**config.mk**
```make
export PLATFORM = sky130hd
export DESIGN_NAME = cxs_exc_seq
export DESIGN_NICKNAME = d
export VERILOG_FILES = /design/src/core/cxs_evt_pick.v /design/src/core/cxs_exc_seq.v
export VERILOG_INCLUDE_DIRS = /design/src /design/src/core
export SDC_FILE = /design/constraint.sdc
export NUM_CORES = 1
export LEC_CHECK = 0
export ABC_AREA = 0
export BUFFER_PORTS_ARGS = -buffer_cell sky130_fd_sc_hd__buf_2
export CAP_MARGIN = 20
export CORE_UTILIZATION = 35
export CTS_CLUSTER_DIAMETER = 50
export DETAILED_ROUTE_END_ITERATION = 10
export GPL_TIMING_DRIVEN = 0
export REMOVE_ABC_BUFFERS = 1
export SLEW_MARGIN = 15
export SYNTH_ARGS = -nofsm -noshare
export SYNTH_HDL_FRONTEND = slang
export SYNTH_HIERARCHICAL = 1
export SYNTH_SLANG_ARGS = --single-unit
export TNS_END_PERCENT = 10
```
**constraint.sdc**
```tcl
create_clock -name pclk -period 2.9 [get_ports pclk]
set_input_delay 0.29 -clock pclk [delete_from_list [all_inputs] [get_ports pclk]]
set_output_delay 0.29 -clock pclk [all_outputs]
set_load 0.1 [all_outputs]
```
**src/core/cxs_defines.vh**
```
// Constants for the exception entry sequencer: offsets, fields, reset values, event table
`ifndef CXS_DEFINES_VH
`define CXS_DEFINES_VH

// APB byte offsets
`define CXS_ADDR_CTRL 8'h00
`define CXS_ADDR_VBASE 8'h04
`define CXS_ADDR_DBASE 8'h08
`define CXS_ADDR_STATUS 8'h0c
`define CXS_ADDR_SPC 8'h10
`define CXS_ADDR_SST 8'h14
`define CXS_ADDR_EXCEVT 8'h18
`define CXS_ADDR_IRQEVT 8'h1c
`define CXS_ADDR_INFO 8'h20

// Register select codes
`define CXS_SEL_CTRL 4'h0
`define CXS_SEL_VBASE 4'h1
`define CXS_SEL_DBASE 4'h2
`define CXS_SEL_STATUS 4'h3
`define CXS_SEL_SPC 4'h4
`define CXS_SEL_SST 4'h5
`define CXS_SEL_EXCEVT 4'h6
`define CXS_SEL_IRQEVT 4'h7
`define CXS_SEL_INFO 4'h8
`define CXS_SEL_NONE 4'hf

// Status word fields
`define CXS_SR_BLOCK 0
`define CXS_SR_PRIV 1
`define CXS_SR_BANK 2
`define CXS_SR_FPUOFF 3
`define CXS_SR_RESET 32'h0000000f
`define CXS_CTRL_DBG 0

// Reset values of event registers
`define CXS_EXCEVT_POR 12'h000
`define CXS_IRQEVT_RESET 12'h000

// Vectors and offsets
`define CXS_RESET_VEC 32'ha0000000
`define CXS_OFF_GEN 32'h00000100
`define CXS_OFF_TLB 32'h00000400
`define CXS_OFF_IRQ 32'h00000600

// Offset classes
`define CXS_OC_RESET 2'h0
`define CXS_OC_GEN 2'h1
`define CXS_OC_TLB 2'h2
`define CXS_OC_IRQ 2'h3

// Event codes
`define CXS_CODE_POR 12'h000
`define CXS_CODE_MRST 12'h020
`define CXS_CODE_MHIT 12'h140
`define CXS_CODE_UBRK 12'h1e0
`define CXS_CODE_ADRI 12'h0e0
`define CXS_CODE_TLBR 12'h040
`define CXS_CODE_TLBW 12'h060
`define CXS_CODE_PROTR 12'h0a0
`define CXS_CODE_PROTW 12'h0c0
`define CXS_CODE_ILL 12'h180
`define CXS_CODE_SILL 12'h1a0
`define CXS_CODE_FOFF 12'h800
`define CXS_CODE_SFOFF 12'h820
`define CXS_CODE_TRAP 12'h160
`define CXS_CODE_ADRW 12'h100
`define CXS_CODE_FPU 12'h120
`define CXS_CODE_IPW 12'h080
`define CXS_CODE_NMI 12'h1c0

// Event indices, ordered by priority level then order
`define CXS_EV_POR 5'd0
`define CXS_EV_DBGRST 5'd1
`define CXS_EV_MRST 5'd2
`define CXS_EV_IMHIT 5'd3
`define CXS_EV_DMHIT 5'd4
`define CXS_EV_UBRK_PRE 5'd5
`define CXS_EV_IADR 5'd6
`define CXS_EV_ITLB 5'd7
`define CXS_EV_IPROT 5'd8
`define CXS_EV_ILL 5'd9
`define CXS_EV_SILL 5'd10
`define CXS_EV_FOFF 5'd11
`define CXS_EV_SFOFF 5'd12
`define CXS_EV_TRAP 5'd13
`define CXS_EV_DADR_R 5'd14
`define CXS_EV_DADR_W 5'd15
`define CXS_EV_DTLB_R 5'd16
`define CXS_EV_DTLB_W 5'd17
`define CXS_EV_DPROT_R 5'd18
`define CXS_EV_DPROT_W 5'd19
`define CXS_EV_FPU 5'd20
`define CXS_EV_IPW 5'd21
`define CXS_EV_UBRK_POST 5'd22
`define CXS_EV_NUM 23

`endif

```
**src/core/cxs_evt_pick.v**
```verilog
// Priority picker and event table for the exception entry sequencer
`timescale 1ns/1ps
`default_nettype none
`include "cxs_defines.vh"

module cxs_evt_pick #(
	parameter EV_NUM = `CXS_EV_NUM
) (
	input wire [EV_NUM-1:0] evt_req,
	input wire nmi_req,
	input wire irq_req,
	input wire [11:0] irq_code,
	input wire block,
	output reg hit,
	output reg is_irq,
	output reg [4:0] idx,
	output reg [11:0] code,
	output reg [1:0] off_cls,
	output reg is_reset,
	output reg is_compl,
	output reg is_dbg
);

function [11:0] ev_code;
	input [4:0] i;
	begin
		case (i)
			`CXS_EV_POR, `CXS_EV_DBGRST: ev_code = `CXS_CODE_POR;
			`CXS_EV_MRST: ev_code = `CXS_CODE_MRST;
			`CXS_EV_IMHIT, `CXS_EV_DMHIT: ev_code = `CXS_CODE_MHIT;
			`CXS_EV_UBRK_PRE, `CXS_EV_UBRK_POST: ev_code = `CXS_CODE_UBRK;
			`CXS_EV_IADR, `CXS_EV_DADR_R: ev_code = `CXS_CODE_ADRI;
			`CXS_EV_DADR_W: ev_code = `CXS_CODE_ADRW;
			`CXS_EV_ITLB, `CXS_EV_DTLB_R: ev_code = `CXS_CODE_TLBR;
			`CXS_EV_DTLB_W: ev_code = `CXS_CODE_TLBW;
			`CXS_EV_IPROT, `CXS_EV_DPROT_R: ev_code = `CXS_CODE_PROTR;
			`CXS_EV_DPROT_W: ev_code = `CXS_CODE_PROTW;
			`CXS_EV_ILL: ev_code = `CXS_CODE_ILL;
			`CXS_EV_SILL: ev_code = `CXS_CODE_SILL;
			`CXS_EV_FOFF: ev_code = `CXS_CODE_FOFF;
			`CXS_EV_SFOFF: ev_code = `CXS_CODE_SFOFF;
			`CXS_EV_TRAP: ev_code = `CXS_CODE_TRAP;
			`CXS_EV_FPU: ev_code = `CXS_CODE_FPU;
			`CXS_EV_IPW: ev_code = `CXS_CODE_IPW;
			default: ev_code = `CXS_CODE_POR;
		endcase
	end
endfunction

integer k;

always @*
begin
	hit = 1'b0;
	is_irq = 1'b0;
	idx = 5'd0;
	// Scan downward so the lowest index, the highest priority, wins
	for (k = EV_NUM - 1; k >= 0; k = k - 1)
	begin
		if (evt_req[k])
		begin
			hit = 1'b1;
			idx = k[4:0];
		end
	end
	code = ev_code(idx);
	is_reset = (idx <= `CXS_EV_DMHIT);
	is_compl = (idx == `CXS_EV_TRAP) || (idx == `CXS_EV_UBRK_POST);
	is_dbg = (idx == `CXS_EV_UBRK_PRE) || (idx == `CXS_EV_UBRK_POST);
	if (is_reset)
		off_cls = `CXS_OC_RESET;
	else if (idx == `CXS_EV_ITLB || idx == `CXS_EV_DTLB_R || idx == `CXS_EV_DTLB_W)
		off_cls = `CXS_OC_TLB;
	else
		off_cls = `CXS_OC_GEN;
	// Interrupts rank below every exception and wait while blocked
	if (!hit && !block && (nmi_req || irq_req))
	begin
		hit = 1'b1;
		is_irq = 1'b1;
		is_reset = 1'b0;
		is_compl = 1'b1;
		is_dbg = 1'b0;
		off_cls = `CXS_OC_IRQ;
		code = nmi_req ? `CXS_CODE_NMI : irq_code;
	end
end

endmodule
`default_nettype wire

```
**src/core/cxs_exc_seq.v**
```verilog
// Exception entry and return sequencer with APB register access
`timescale 1ns/1ps
`default_nettype none
`include "cxs_defines.vh"

module cxs_exc_seq #(
	parameter ADDR_W = 8,
	parameter EV_NUM = `CXS_EV_NUM
) (
	input wire pclk,
	input wire presetn,
	input wire psel,
	input wire penable,
	input wire pwrite,
	input wire [ADDR_W-1:0] paddr,
	input wire [31:0] pwdata,
	output reg pready_q,
	output reg [31:0] prdata_q,
	output reg pslverr_q,
	input wire [EV_NUM-1:0] evt_req,
	input wire nmi_req,
	input wire irq_req,
	input wire [11:0] irq_code,
	input wire rte_req,
	input wire [31:0] cur_pc,
	input wire [31:0] next_pc,
	output reg redirect_q,
	output reg [31:0] redirect_pc_q,
	output reg exc_ack_q,
	output reg irq_ack_q,
	output reg rte_ack_q,
	output reg [31:0] status_q
);

////////////////////////////////////////////////////////////////////////////////

localparam [1:0] ST_IDLE = 2'b01;
localparam [1:0] ST_GAP = 2'b10;

reg [1:0] state_q;
reg [1:0] state_d;
reg ctrl_dbg_q;
reg [31:0] vbase_q;
reg [31:0] dbase_q;
reg [31:0] saved_pc_q;
reg [31:0] saved_status_q;
reg [11:0] exc_evt_q;
reg [11:0] irq_evt_q;
reg [5:0] info_q;

wire pk_hit;
wire pk_irq;
wire [4:0] pk_idx;
wire [11:0] pk_code;
wire [1:0] pk_off;
wire pk_reset;
wire pk_compl;
wire pk_dbg;

reg take;
reg ret;
reg [31:0] vec_d;
reg [31:0] sr_entry;
reg [31:0] rd_mux;
reg [3:0] rd_sel;

wire apb_done;
wire apb_wr;
wire [3:0] wr_sel;

////////////////////////////////////////////////////////////////////////////////

function [3:0] reg_sel;
	input [ADDR_W-1:0] a;
	begin
		case (a)
			`CXS_ADDR_CTRL: reg_sel = `CXS_SEL_CTRL;
			`CXS_ADDR_VBASE: reg_sel = `CXS_SEL_VBASE;
			`CXS_ADDR_DBASE: reg_sel = `CXS_SEL_DBASE;
			`CXS_ADDR_STATUS: reg_sel = `CXS_SEL_STATUS;
			`CXS_ADDR_SPC: reg_sel = `CXS_SEL_SPC;
			`CXS_ADDR_SST: reg_sel = `CXS_SEL_SST;
			`CXS_ADDR_EXCEVT: reg_sel = `CXS_SEL_EXCEVT;
			`CXS_ADDR_IRQEVT: reg_sel = `CXS_SEL_IRQEVT;
			`CXS_ADDR_INFO: reg_sel = `CXS_SEL_INFO;
			default: reg_sel = `CXS_SEL_NONE;
		endcase
	end
endfunction

////////////////////////////////////////////////////////////////////////////////

cxs_evt_pick #(
	.EV_NUM(EV_NUM)
) u_pick (
	.evt_req(evt_req),
	.nmi_req(nmi_req),
	.irq_req(irq_req),
	.irq_code(irq_code),
	.block(status_q[`CXS_SR_BLOCK]),
	.hit(pk_hit),
	.is_irq(pk_irq),
	.idx(pk_idx),
	.code(pk_code),
	.off_cls(pk_off),
	.is_reset(pk_reset),
	.is_compl(pk_compl),
	.is_dbg(pk_dbg)
);

////////////////////////////////////////////////////////////////////////////////

// One gap cycle after each action lets the pipeline drop its request
always @*
begin
	take = 1'b0;
	ret = 1'b0;
	state_d = state_q;
	case (state_q)
		ST_IDLE:
		begin
			if (pk_hit)
			begin
				take = 1'b1;
				state_d = ST_GAP;
			end
			else if (rte_req)
			begin
				ret = 1'b1;
				state_d = ST_GAP;
			end
		end
		ST_GAP:
			state_d = ST_IDLE;
		default:
			state_d = ST_IDLE;
	endcase
end

always @*
begin
	case (pk_off)
		`CXS_OC_RESET: vec_d = `CXS_RESET_VEC;
		`CXS_OC_TLB: vec_d = vbase_q + `CXS_OFF_TLB;
		`CXS_OC_IRQ: vec_d = vbase_q + `CXS_OFF_IRQ;
		default: vec_d = vbase_q + `CXS_OFF_GEN;
	endcase
	// Debug base replaces the vector outright, with no offset
	if (pk_dbg && ctrl_dbg_q)
		vec_d = dbase_q;
end

always @*
begin
	sr_entry = status_q;
	sr_entry[`CXS_SR_BLOCK] = 1'b1;
	sr_entry[`CXS_SR_PRIV] = 1'b1;
	sr_entry[`CXS_SR_BANK] = 1'b1;
	if (pk_reset)
		sr_entry[`CXS_SR_FPUOFF] = 1'b0;
end

////////////////////////////////////////////////////////////////////////////////

always @(posedge pclk or negedge presetn)
begin
	if (!presetn)
	begin
		state_q <= ST_IDLE;
		redirect_q <= 1'b0;
		redirect_pc_q <= 32'h00000000;
		exc_ack_q <= 1'b0;
		irq_ack_q <= 1'b0;
		rte_ack_q <= 1'b0;
		saved_pc_q <= 32'h00000000;
		saved_status_q <= 32'h00000000;
		info_q <= 6'h00;
	end
	else
	begin
		state_q <= state_d;
		redirect_q <= take | ret;
		exc_ack_q <= take & ~pk_irq;
		irq_ack_q <= take & pk_irq;
		rte_ack_q <= ret;
		if (take)
		begin
			redirect_pc_q <= vec_d;
			saved_pc_q <= pk_compl ? next_pc : cur_pc;
			saved_status_q <= status_q;
			info_q <= {pk_irq, pk_idx};
		end
		else if (ret)
		begin
			redirect_pc_q <= saved_pc_q;
		end
		else
		begin
			if (apb_wr && wr_sel == `CXS_SEL_SPC)
				saved_pc_q <= pwdata;
			if (apb_wr && wr_sel == `CXS_SEL_SST)
				saved_status_q <= pwdata;
		end
	end
end

// Hardware updates win over a software write in the same cycle
always @(posedge pclk or negedge presetn)
begin
	if (!presetn)
	begin
		status_q <= `CXS_SR_RESET;
		exc_evt_q <= `CXS_EXCEVT_POR;
		irq_evt_q <= `CXS_IRQEVT_RESET;
	end
	else
	begin
		if (take)
			status_q <= sr_entry;
		else if (ret)
			status_q <= saved_status_q;
		else if (apb_wr && wr_sel == `CXS_SEL_STATUS)
			status_q <= pwdata;
		if (take && !pk_irq)
			exc_evt_q <= pk_code;
		else if (apb_wr && wr_sel == `CXS_SEL_EXCEVT)
			exc_evt_q <= pwdata[11:0];
		if (take && pk_irq)
			irq_evt_q <= pk_code;
		else if (apb_wr && wr_sel == `CXS_SEL_IRQEVT)
			irq_evt_q <= pwdata[11:0];
	end
end

////////////////////////////////////////////////////////////////////////////////

// APB slave, one wait state: pready rises in the second access cycle
assign apb_done = psel & penable & pready_q;
assign apb_wr = apb_done & pwrite;
assign wr_sel = reg_sel(paddr);

always @*
begin
	rd_sel = reg_sel(paddr);
	case (rd_sel)
		`CXS_SEL_CTRL: rd_mux = {31'h00000000, ctrl_dbg_q};
		`CXS_SEL_VBASE: rd_mux = vbase_q;
		`CXS_SEL_DBASE: rd_mux = dbase_q;
		`CXS_SEL_STATUS: rd_mux = status_q;
		`CXS_SEL_SPC: rd_mux = saved_pc_q;
		`CXS_SEL_SST: rd_mux = saved_status_q;
		`CXS_SEL_EXCEVT: rd_mux = {20'h00000, exc_evt_q};
		`CXS_SEL_IRQEVT: rd_mux = {20'h00000, irq_evt_q};
		`CXS_SEL_INFO: rd_mux = {26'h0000000, info_q};
		default: rd_mux = 32'h00000000;
	endcase
end

always @(posedge pclk or negedge presetn)
begin
	if (!presetn)
	begin
		pready_q <= 1'b0;
		prdata_q <= 32'h00000000;
		pslverr_q <= 1'b0;
		ctrl_dbg_q <= 1'b0;
		vbase_q <= 32'h00000000;
		dbase_q <= 32'h00000000;
	end
	else
	begin
		pready_q <= psel & penable & ~pready_q;
		if (psel && penable && !pready_q)
		begin
			prdata_q <= pwrite ? 32'h00000000 : rd_mux;
			pslverr_q <= (rd_sel == `CXS_SEL_NONE);
		end
		else
		begin
			prdata_q <= 32'h00000000;
			pslverr_q <= 1'b0;
		end
		if (apb_wr && wr_sel == `CXS_SEL_CTRL)
			ctrl_dbg_q <= pwdata[`CXS_CTRL_DBG];
		if (apb_wr && wr_sel == `CXS_SEL_VBASE)
			vbase_q <= pwdata;
		if (apb_wr && wr_sel == `CXS_SEL_DBASE)
			dbase_q <= pwdata;
	end
end

endmodule
`default_nettype wire

```
* Word level (Yosys, flattened, before mapping)
Memory sizes are Yosys's and may differ from the RTL's. Index checks and enable logic that the tools add are counted.
Storage, ports and cells: flip-flop bits (word level) 263, latch bits 0, bits in writable memories 0, memory bits (read-only) 160, input bits 147, output and inout port bits 102, word-level logic and storage cells 190, memories 1
Memory list:
- (name not given) | depth 32, bits a word 5, read ports 1, clocked after memory_dff 0, wr ports 0, line cxs_evt_pick.v:27 | case (i)
Operators by class: add/sub/neg operators 3, $mul 0, div/mod/pow operators 0, magnitude comparators 1, equal/unequal tests 29, shifts and indexed selects 0, multiplexer cells 88, bitwise operators 10, reduce and logical (&&, ||, !) cells 38
Operators by type and width (count):
- two-way mux 32 bit | 14
- one-hot mux 32 bit (9 select lines) | 1
- two-way mux 5 bit | 23
- one-hot mux 32 bit (3 select lines) | 1
- two-way mux 12 bit | 6
- adder 32 x 11 -> 32 bit, second input constant | 2
- one-hot mux 4 bit (9 select lines) | 1
- two-way mux 1 bit | 35
- adder 32 x 9 -> 32 bit, second input constant | 1
- equality test 8 x 5 -> 1 bit, second input constant | 4
- equality test 4 x 3 -> 1 bit, second input constant | 4
- equality test 8 x 4 -> 1 bit, second input constant | 2
- equality test 5 bit, second input constant | 3
- logical AND 1 bit | 15
- two-way mux 2 bit | 6
- nonzero test 2 bit | 6
- equality test 5 x 3 -> 1 bit, second input constant | 2
- equality test 4 x 2 -> 1 bit, second input constant | 2
- equality test 4 bit, second input constant | 2
- equality test 8 x 3 -> 1 bit, second input constant | 1
- equality test 8 x 6 -> 1 bit, second input constant | 1
- logical NOT 8 bit | 1
- AND reduction 2 bit | 4
- AND 1 bit | 6
- other kinds (15) | 26

* Depth between registers and ports, before layout
depth after elaboration 33, depth in mapped cells 18, depth with buffers taken out 15

* By module
Netlist, hierarchy kept.
Modules (own cells, without submodules):
- cxs_exc_seq | times used 1, cells an instance 1450, area each 14274.9 um^2, sequential area each 6587.6 um^2
- cxs_evt_pick | times used 1, cells an instance 127, area each 874.6 um^2, sequential area each 0.0 um^2

* Worst setup path after synthesis
No wires, ideal clock.
path type input to register, from input port evt_req[21], to register redirect_pc_q[12], library setup time 0.086 ns, data arrival time 3.706 ns, data required time 2.814 ns, path slack -0.892 ns, stages on the path 18, buffers on the path 3, cells stage by stage nor3b_1 o221ai_1 a2111oi_0 nor3_1 nor3_1 inv_1 ha_1 o211ai_1 a21oi_2 nor2_1 clkbuf_1 clkbuf_1 buf_1 nand4_1 a21boi_0 o21ai_0 nand2_1 a32oi_1
On the way: longest elaborated chain between the ends 32, elaborated cells on any way between the ends 73, those cells by class order compare (1); eq/ne (7); mux (56); reduce/logical (9)
Ends and longest elaborated chain:
- start: declaration | line cxs_exc_seq.v:20 | input wire [EV_NUM-1:0] evt_req,
- two-way mux 5 bit (*) (22 in series) | line cxs_evt_pick.v:60 | if (evt_req[k])
- net pk_idx[1] | line cxs_exc_seq.v:53 | wire [4:0] pk_idx;
- equality test 5 x 3 -> 1 bit (no line) or equality test 5 bit (tied branches)
- logical OR 1 bit (no line) (2 in series)
- two-way mux 2 bit | line cxs_evt_pick.v:72 | else if (idx == `CXS_EV_ITLB || idx == `CXS_EV_DTLB_R || idx == `CXS_EV_DTLB_W)
- two-way mux 2 bit (*) | line cxs_evt_pick.v:70 | if (is_reset)
- two-way mux 2 bit (*) | line cxs_evt_pick.v:77 | if (!hit && !block && (nmi_req || irq_req))
- net pk_off[0] | line cxs_exc_seq.v:55 | wire [1:0] pk_off;
- equality test 2 bit or logical NOT 2 bit (tied branches) | line cxs_exc_seq.v:142 | case (pk_off)
- one-hot mux 32 bit (3 select lines) (*) | line cxs_exc_seq.v:142
- two-way mux 32 bit (*) | line cxs_exc_seq.v:149 | if (pk_dbg && ctrl_dbg_q)
- two-way mux 32 bit (*) | line cxs_exc_seq.v:186 | if (take)
- end signal: assignment | line cxs_exc_seq.v:188 | redirect_pc_q <= vec_d;
- end signal: assignment | line cxs_exc_seq.v:195 | redirect_pc_q <= saved_pc_q;
- end: declaration | line cxs_exc_seq.v:28 | output reg [31:0] redirect_pc_q,
The timed path passes the listed nets; every way through them passes the cells marked *. A chain may end at the register's enable or synchronous reset.

* Final worst setup path
from input port evt_req[12], to register redirect_pc_q[23]
On the way: longest elaborated chain between the ends 23, elaborated cells on any way between the ends 55, those cells by class order compare (1); eq/ne (7); mux (38); reduce/logical (9)
Ends and longest elaborated chain (line):
- two-way mux 5 bit (*) (13 in series) | cxs_evt_pick.v:60
- net pk_idx[1] | cxs_exc_seq.v:53
- equality test 5 x 3 -> 1 bit (no line) or equality test 5 bit (tied branches)
- logical OR 1 bit (no line) (2 in series)
- two-way mux 2 bit | cxs_evt_pick.v:72
- two-way mux 2 bit (*) | cxs_evt_pick.v:70
- two-way mux 2 bit (*) | cxs_evt_pick.v:77
- net pk_off[1] | cxs_exc_seq.v:55
- equality test 2 bit or logical NOT 2 bit (tied branches) | cxs_exc_seq.v:142
- one-hot mux 32 bit (3 select lines) (*) | cxs_exc_seq.v:142
- two-way mux 32 bit (*) | cxs_exc_seq.v:149
- two-way mux 32 bit (*) | cxs_exc_seq.v:186
Marks and branches as above.

==> reports/qor.yml <==
status: "complete, but fails checks"
violations: "negative setup slack"
die_h_um: 210
synth-edff-count: 0
drc: 0
r2r_slack_ns: 0.02
worstSetupPathType: "in2reg"
clock_sinks: 263
synth_most_common_cell: "dfrtp_1"
fp.dieArea_mm2: 0.0441
fill_cells: 4027
cpMaxStageDelayCell: "a2111oi_4"
fin_ws_ns: -0.205
syn_area_mm2: 0.0151
pre_cts_ws_ns: -2.65
boundaryPins: 249
critPathTopFamily: "compound AO/OA/AOI/OAI gates"
min_period_ns: 3.11
io_buffers: 248
clock_latency_ns: 0.53
drt_iter0_drc: 1121
grt_overflow: 0
antenna_found_initial: 3
synth_ff_type: "dfrtp_1"
r2r-start: "vbase_q[13]"
min_to: "pslverr_q"
start_kind: "input port"
core-area_mm2: 0.0423
ys_seq_elements: 263
ant_nets: 0
yosys_warnings: 6
tritoncts: "built"
finalSetupTns_ns: -3.44
synth_commonest_cells: "dfrtp_1 (258), nand2_1 (234), o21ai_0 (119)"
crit_start: "evt_req[12]"
yosysTopAreaCell: "dfrtp_1"
critPathBufInv: 3
finalCritPeriodShare_pct: 107
holdWs_ns: 0.0607
async_flop_share_pct: 100
cts_buffer_depth: 3
cp.required_ns: 3.32
drt-vias-per-instance: 5.77
ys_seq_area_share_pct: 43.5
cts_buffers: 34
fp-row-count: 75
crit_arrival_ns: 3.52
grt_max_degree: 93
place.gp.congestion: 0.928
worstPathCellList: "buf_2, nor2_1, o221ai_4, a2111oi_4, nor3_2, nor3_2, inv_2, ha_4, o211ai_1, a21oi_4, buf_6, a21o_4, and3b_2, o21ai_4, a211oi_4, nor3_2, o32ai_1"
met2_wirelength_um: 27800
grt_pass1_vias: 14200
highest_layer: "met5"
hold_viol: 0
timing.slew.headroom_pct: 27.0
power_leakage_nw: 9.15
hold_path_class: "in2reg"
ff2ff_path_depth: 5
dp.cells: 2317
routedWlPerCell_um: 23.7
worst_setup_path_end_kind: "register"
maxSlewViolCount: 0
htreeDepth: 2
track_usage_pct: 26.0
clk_pin_slew_worst_paths_ns: 0.06
start_util_pct: 35.8
hpwl_um: 39800
skew_ns: 0.0142
synth.distinct_cells: 85
hold_start: "penable"
drive_gt1_share_pct: 33.1
synthCells: 1577
wl_met1_um: 24400
root_buffer: "clkbuf_16"
wl_um: 58200
area_growth_pct: 32.4
wl_met3_um: 3880
fmax_ghz: 0.322
worst_pin_slew_ns: 1.09
slowest_delay_ns: 0.36
worstPathMaxFanout: 4
avgSynthCellArea_um2: 9.61
setup_viol: 31
peakVddDrop_mv: 0.332
grt_pass1_wl_um: 87600
dr.pass1.iters: 5
timing.critical_path.mode_cell: "nor3_2"
maxCapViolCount: 0
power.density_mw_per_mm2: 440
fin_cells: 2454
fin_nets: 2009
vias: 14200
holdPathStages: 3
rsz0062_at_grt: "yes"
synth.area.top_cells: "dfrtp_1 (43%), mux2i_1 (6.9%), nand2_1 (5.8%), o21ai_0 (3.9%), mux2_4 (3.0%)"
r2r_end: "redirect_pc_q[23]"
die_w_um: 210
synth_top_cell_area_share_pct: 42.6
==> cell type report <==
cell class / instances / area (um2) / area share (%)
inverter: 31 / 143 / 0.711
tap: 577 / 722 / 3.60
timing repair buffer: 355 / 2640 / 13.2
antenna: 1 / 2.50 / 0.0125
sequential: 263 / 6590 / 32.8
multi-input combinational: 1166 / 8760 / 43.7
clock inverter: 12 / 159 / 0.792
clock buffer: 49 / 1040 / 5.19
==> what timing repair did <==
| action | in CTS | in global routing |
|---|---|---|
| setup endpoints to repair | 127 | 159 |
| setup buffers | 50 | 22 |
| cloned | 4 | 1 |
| pin swaps | 40 | 47 |
| gates resized for setup | 141 | 68 |
| hold buffers | 1 | 0 |
| endpoints found under the hold margin | 89 | 0 |
==> flip-flops by register name (all words and copies together) (netlist names), 2 cells and up <==
name,cells
exc_evt_q,12
prdata_q,32
state_q,2
status_q,32
vbase_q,32
saved_pc_q,32
irq_evt_q,12
info_q,6
redirect_pc_q,32
dbase_q,32
saved_status_q,32
==> metrics by stage <==
step	utilization (%)	instance area [um2]	total power [W]
4_1_cts	46.3	19600	0.00887
3_3_place_gp	39.1	16500	0.00428
6_report	47.4	20100	0.00883
2_1_floorplan	-	14600	0.00399
3_5_place_dp	41.0	17400	0.00431
5_1_grt	47.4	20100	0.00910
==> power by group <==
part | internal, W | switching, W | total (W)
combinational | 0.000228 | 0.000351 | 0.000579
clock | 0.00278 | 0.00173 | 0.00451
sequential | 0.00371 | 0.0000378 | 0.00374
==> tightest hold or removal path, delay by kind of cell <==
kind / cells / cell delay [ns]
buffers and inverters: 1 / 0.10
AND/OR/NAND/NOR: 2 / 0.15
==> how the worst max path moves through the flow <==
stage,slack [ns],endpoint,depth (start not counted)
after floorplan,-3.12,saved_pc_q[12],10
after global placement,-9.34,status_q[31],8
after detailed placement,-2.65,redirect_pc_q[31],16
after CTS,-0.31,redirect_pc_q[26],18
after global routing,-0.33,redirect_pc_q[25],15
final,-0.21,redirect_pc_q[23],17
==> layout by cell type, fill, tap and decap left out, types with 16 or more instances in the layout <==
cell / count
a22oi_1: 36
mux2_4: 32
o21ai_0: 99
inv_1: 23
clkbuf_16: 37
mux2i_1: 102
buf_6: 23
buf_2: 242
nand2_1: 226
o21ai_1: 16
mux2_1: 28
a31oi_1: 50
a22o_1: 17
a21oi_1: 78
nor2_1: 49
buf_8: 25
nor2b_1: 34
a211oi_1: 30
buf_4: 46
dfrtp_1: 258
==> layer usage <==
layer / GRT usage, % / up-vias
met5: 0 / -
met4: 9.41 / 4
met3: 4.41 / 122
met2: 43.6 / 543
met1: 33.8 / 7074
li1: - / 6416
==> cells by family (layout without fill, tap and decap cells) <==
group | count (synthesis) | count (layout) | share of synthesized area (%)
and+or+nand+nor | 483 | 485 | 15.9
AOI/OAI and AO/OA | 476 | 478 | 20.7
DFF | 263 | 263 | 43.5
muxes | 183 | 183 | 14.0
buffers and inverters | 152 | 447 | 4.52
adders and majority gates | 11 | 11 | 0.908
xor gates and xnor gates | 9 | 9 | 0.520
other | 0 | 1 | 0
No activity file was read; power rests on OpenSTA's default activity.
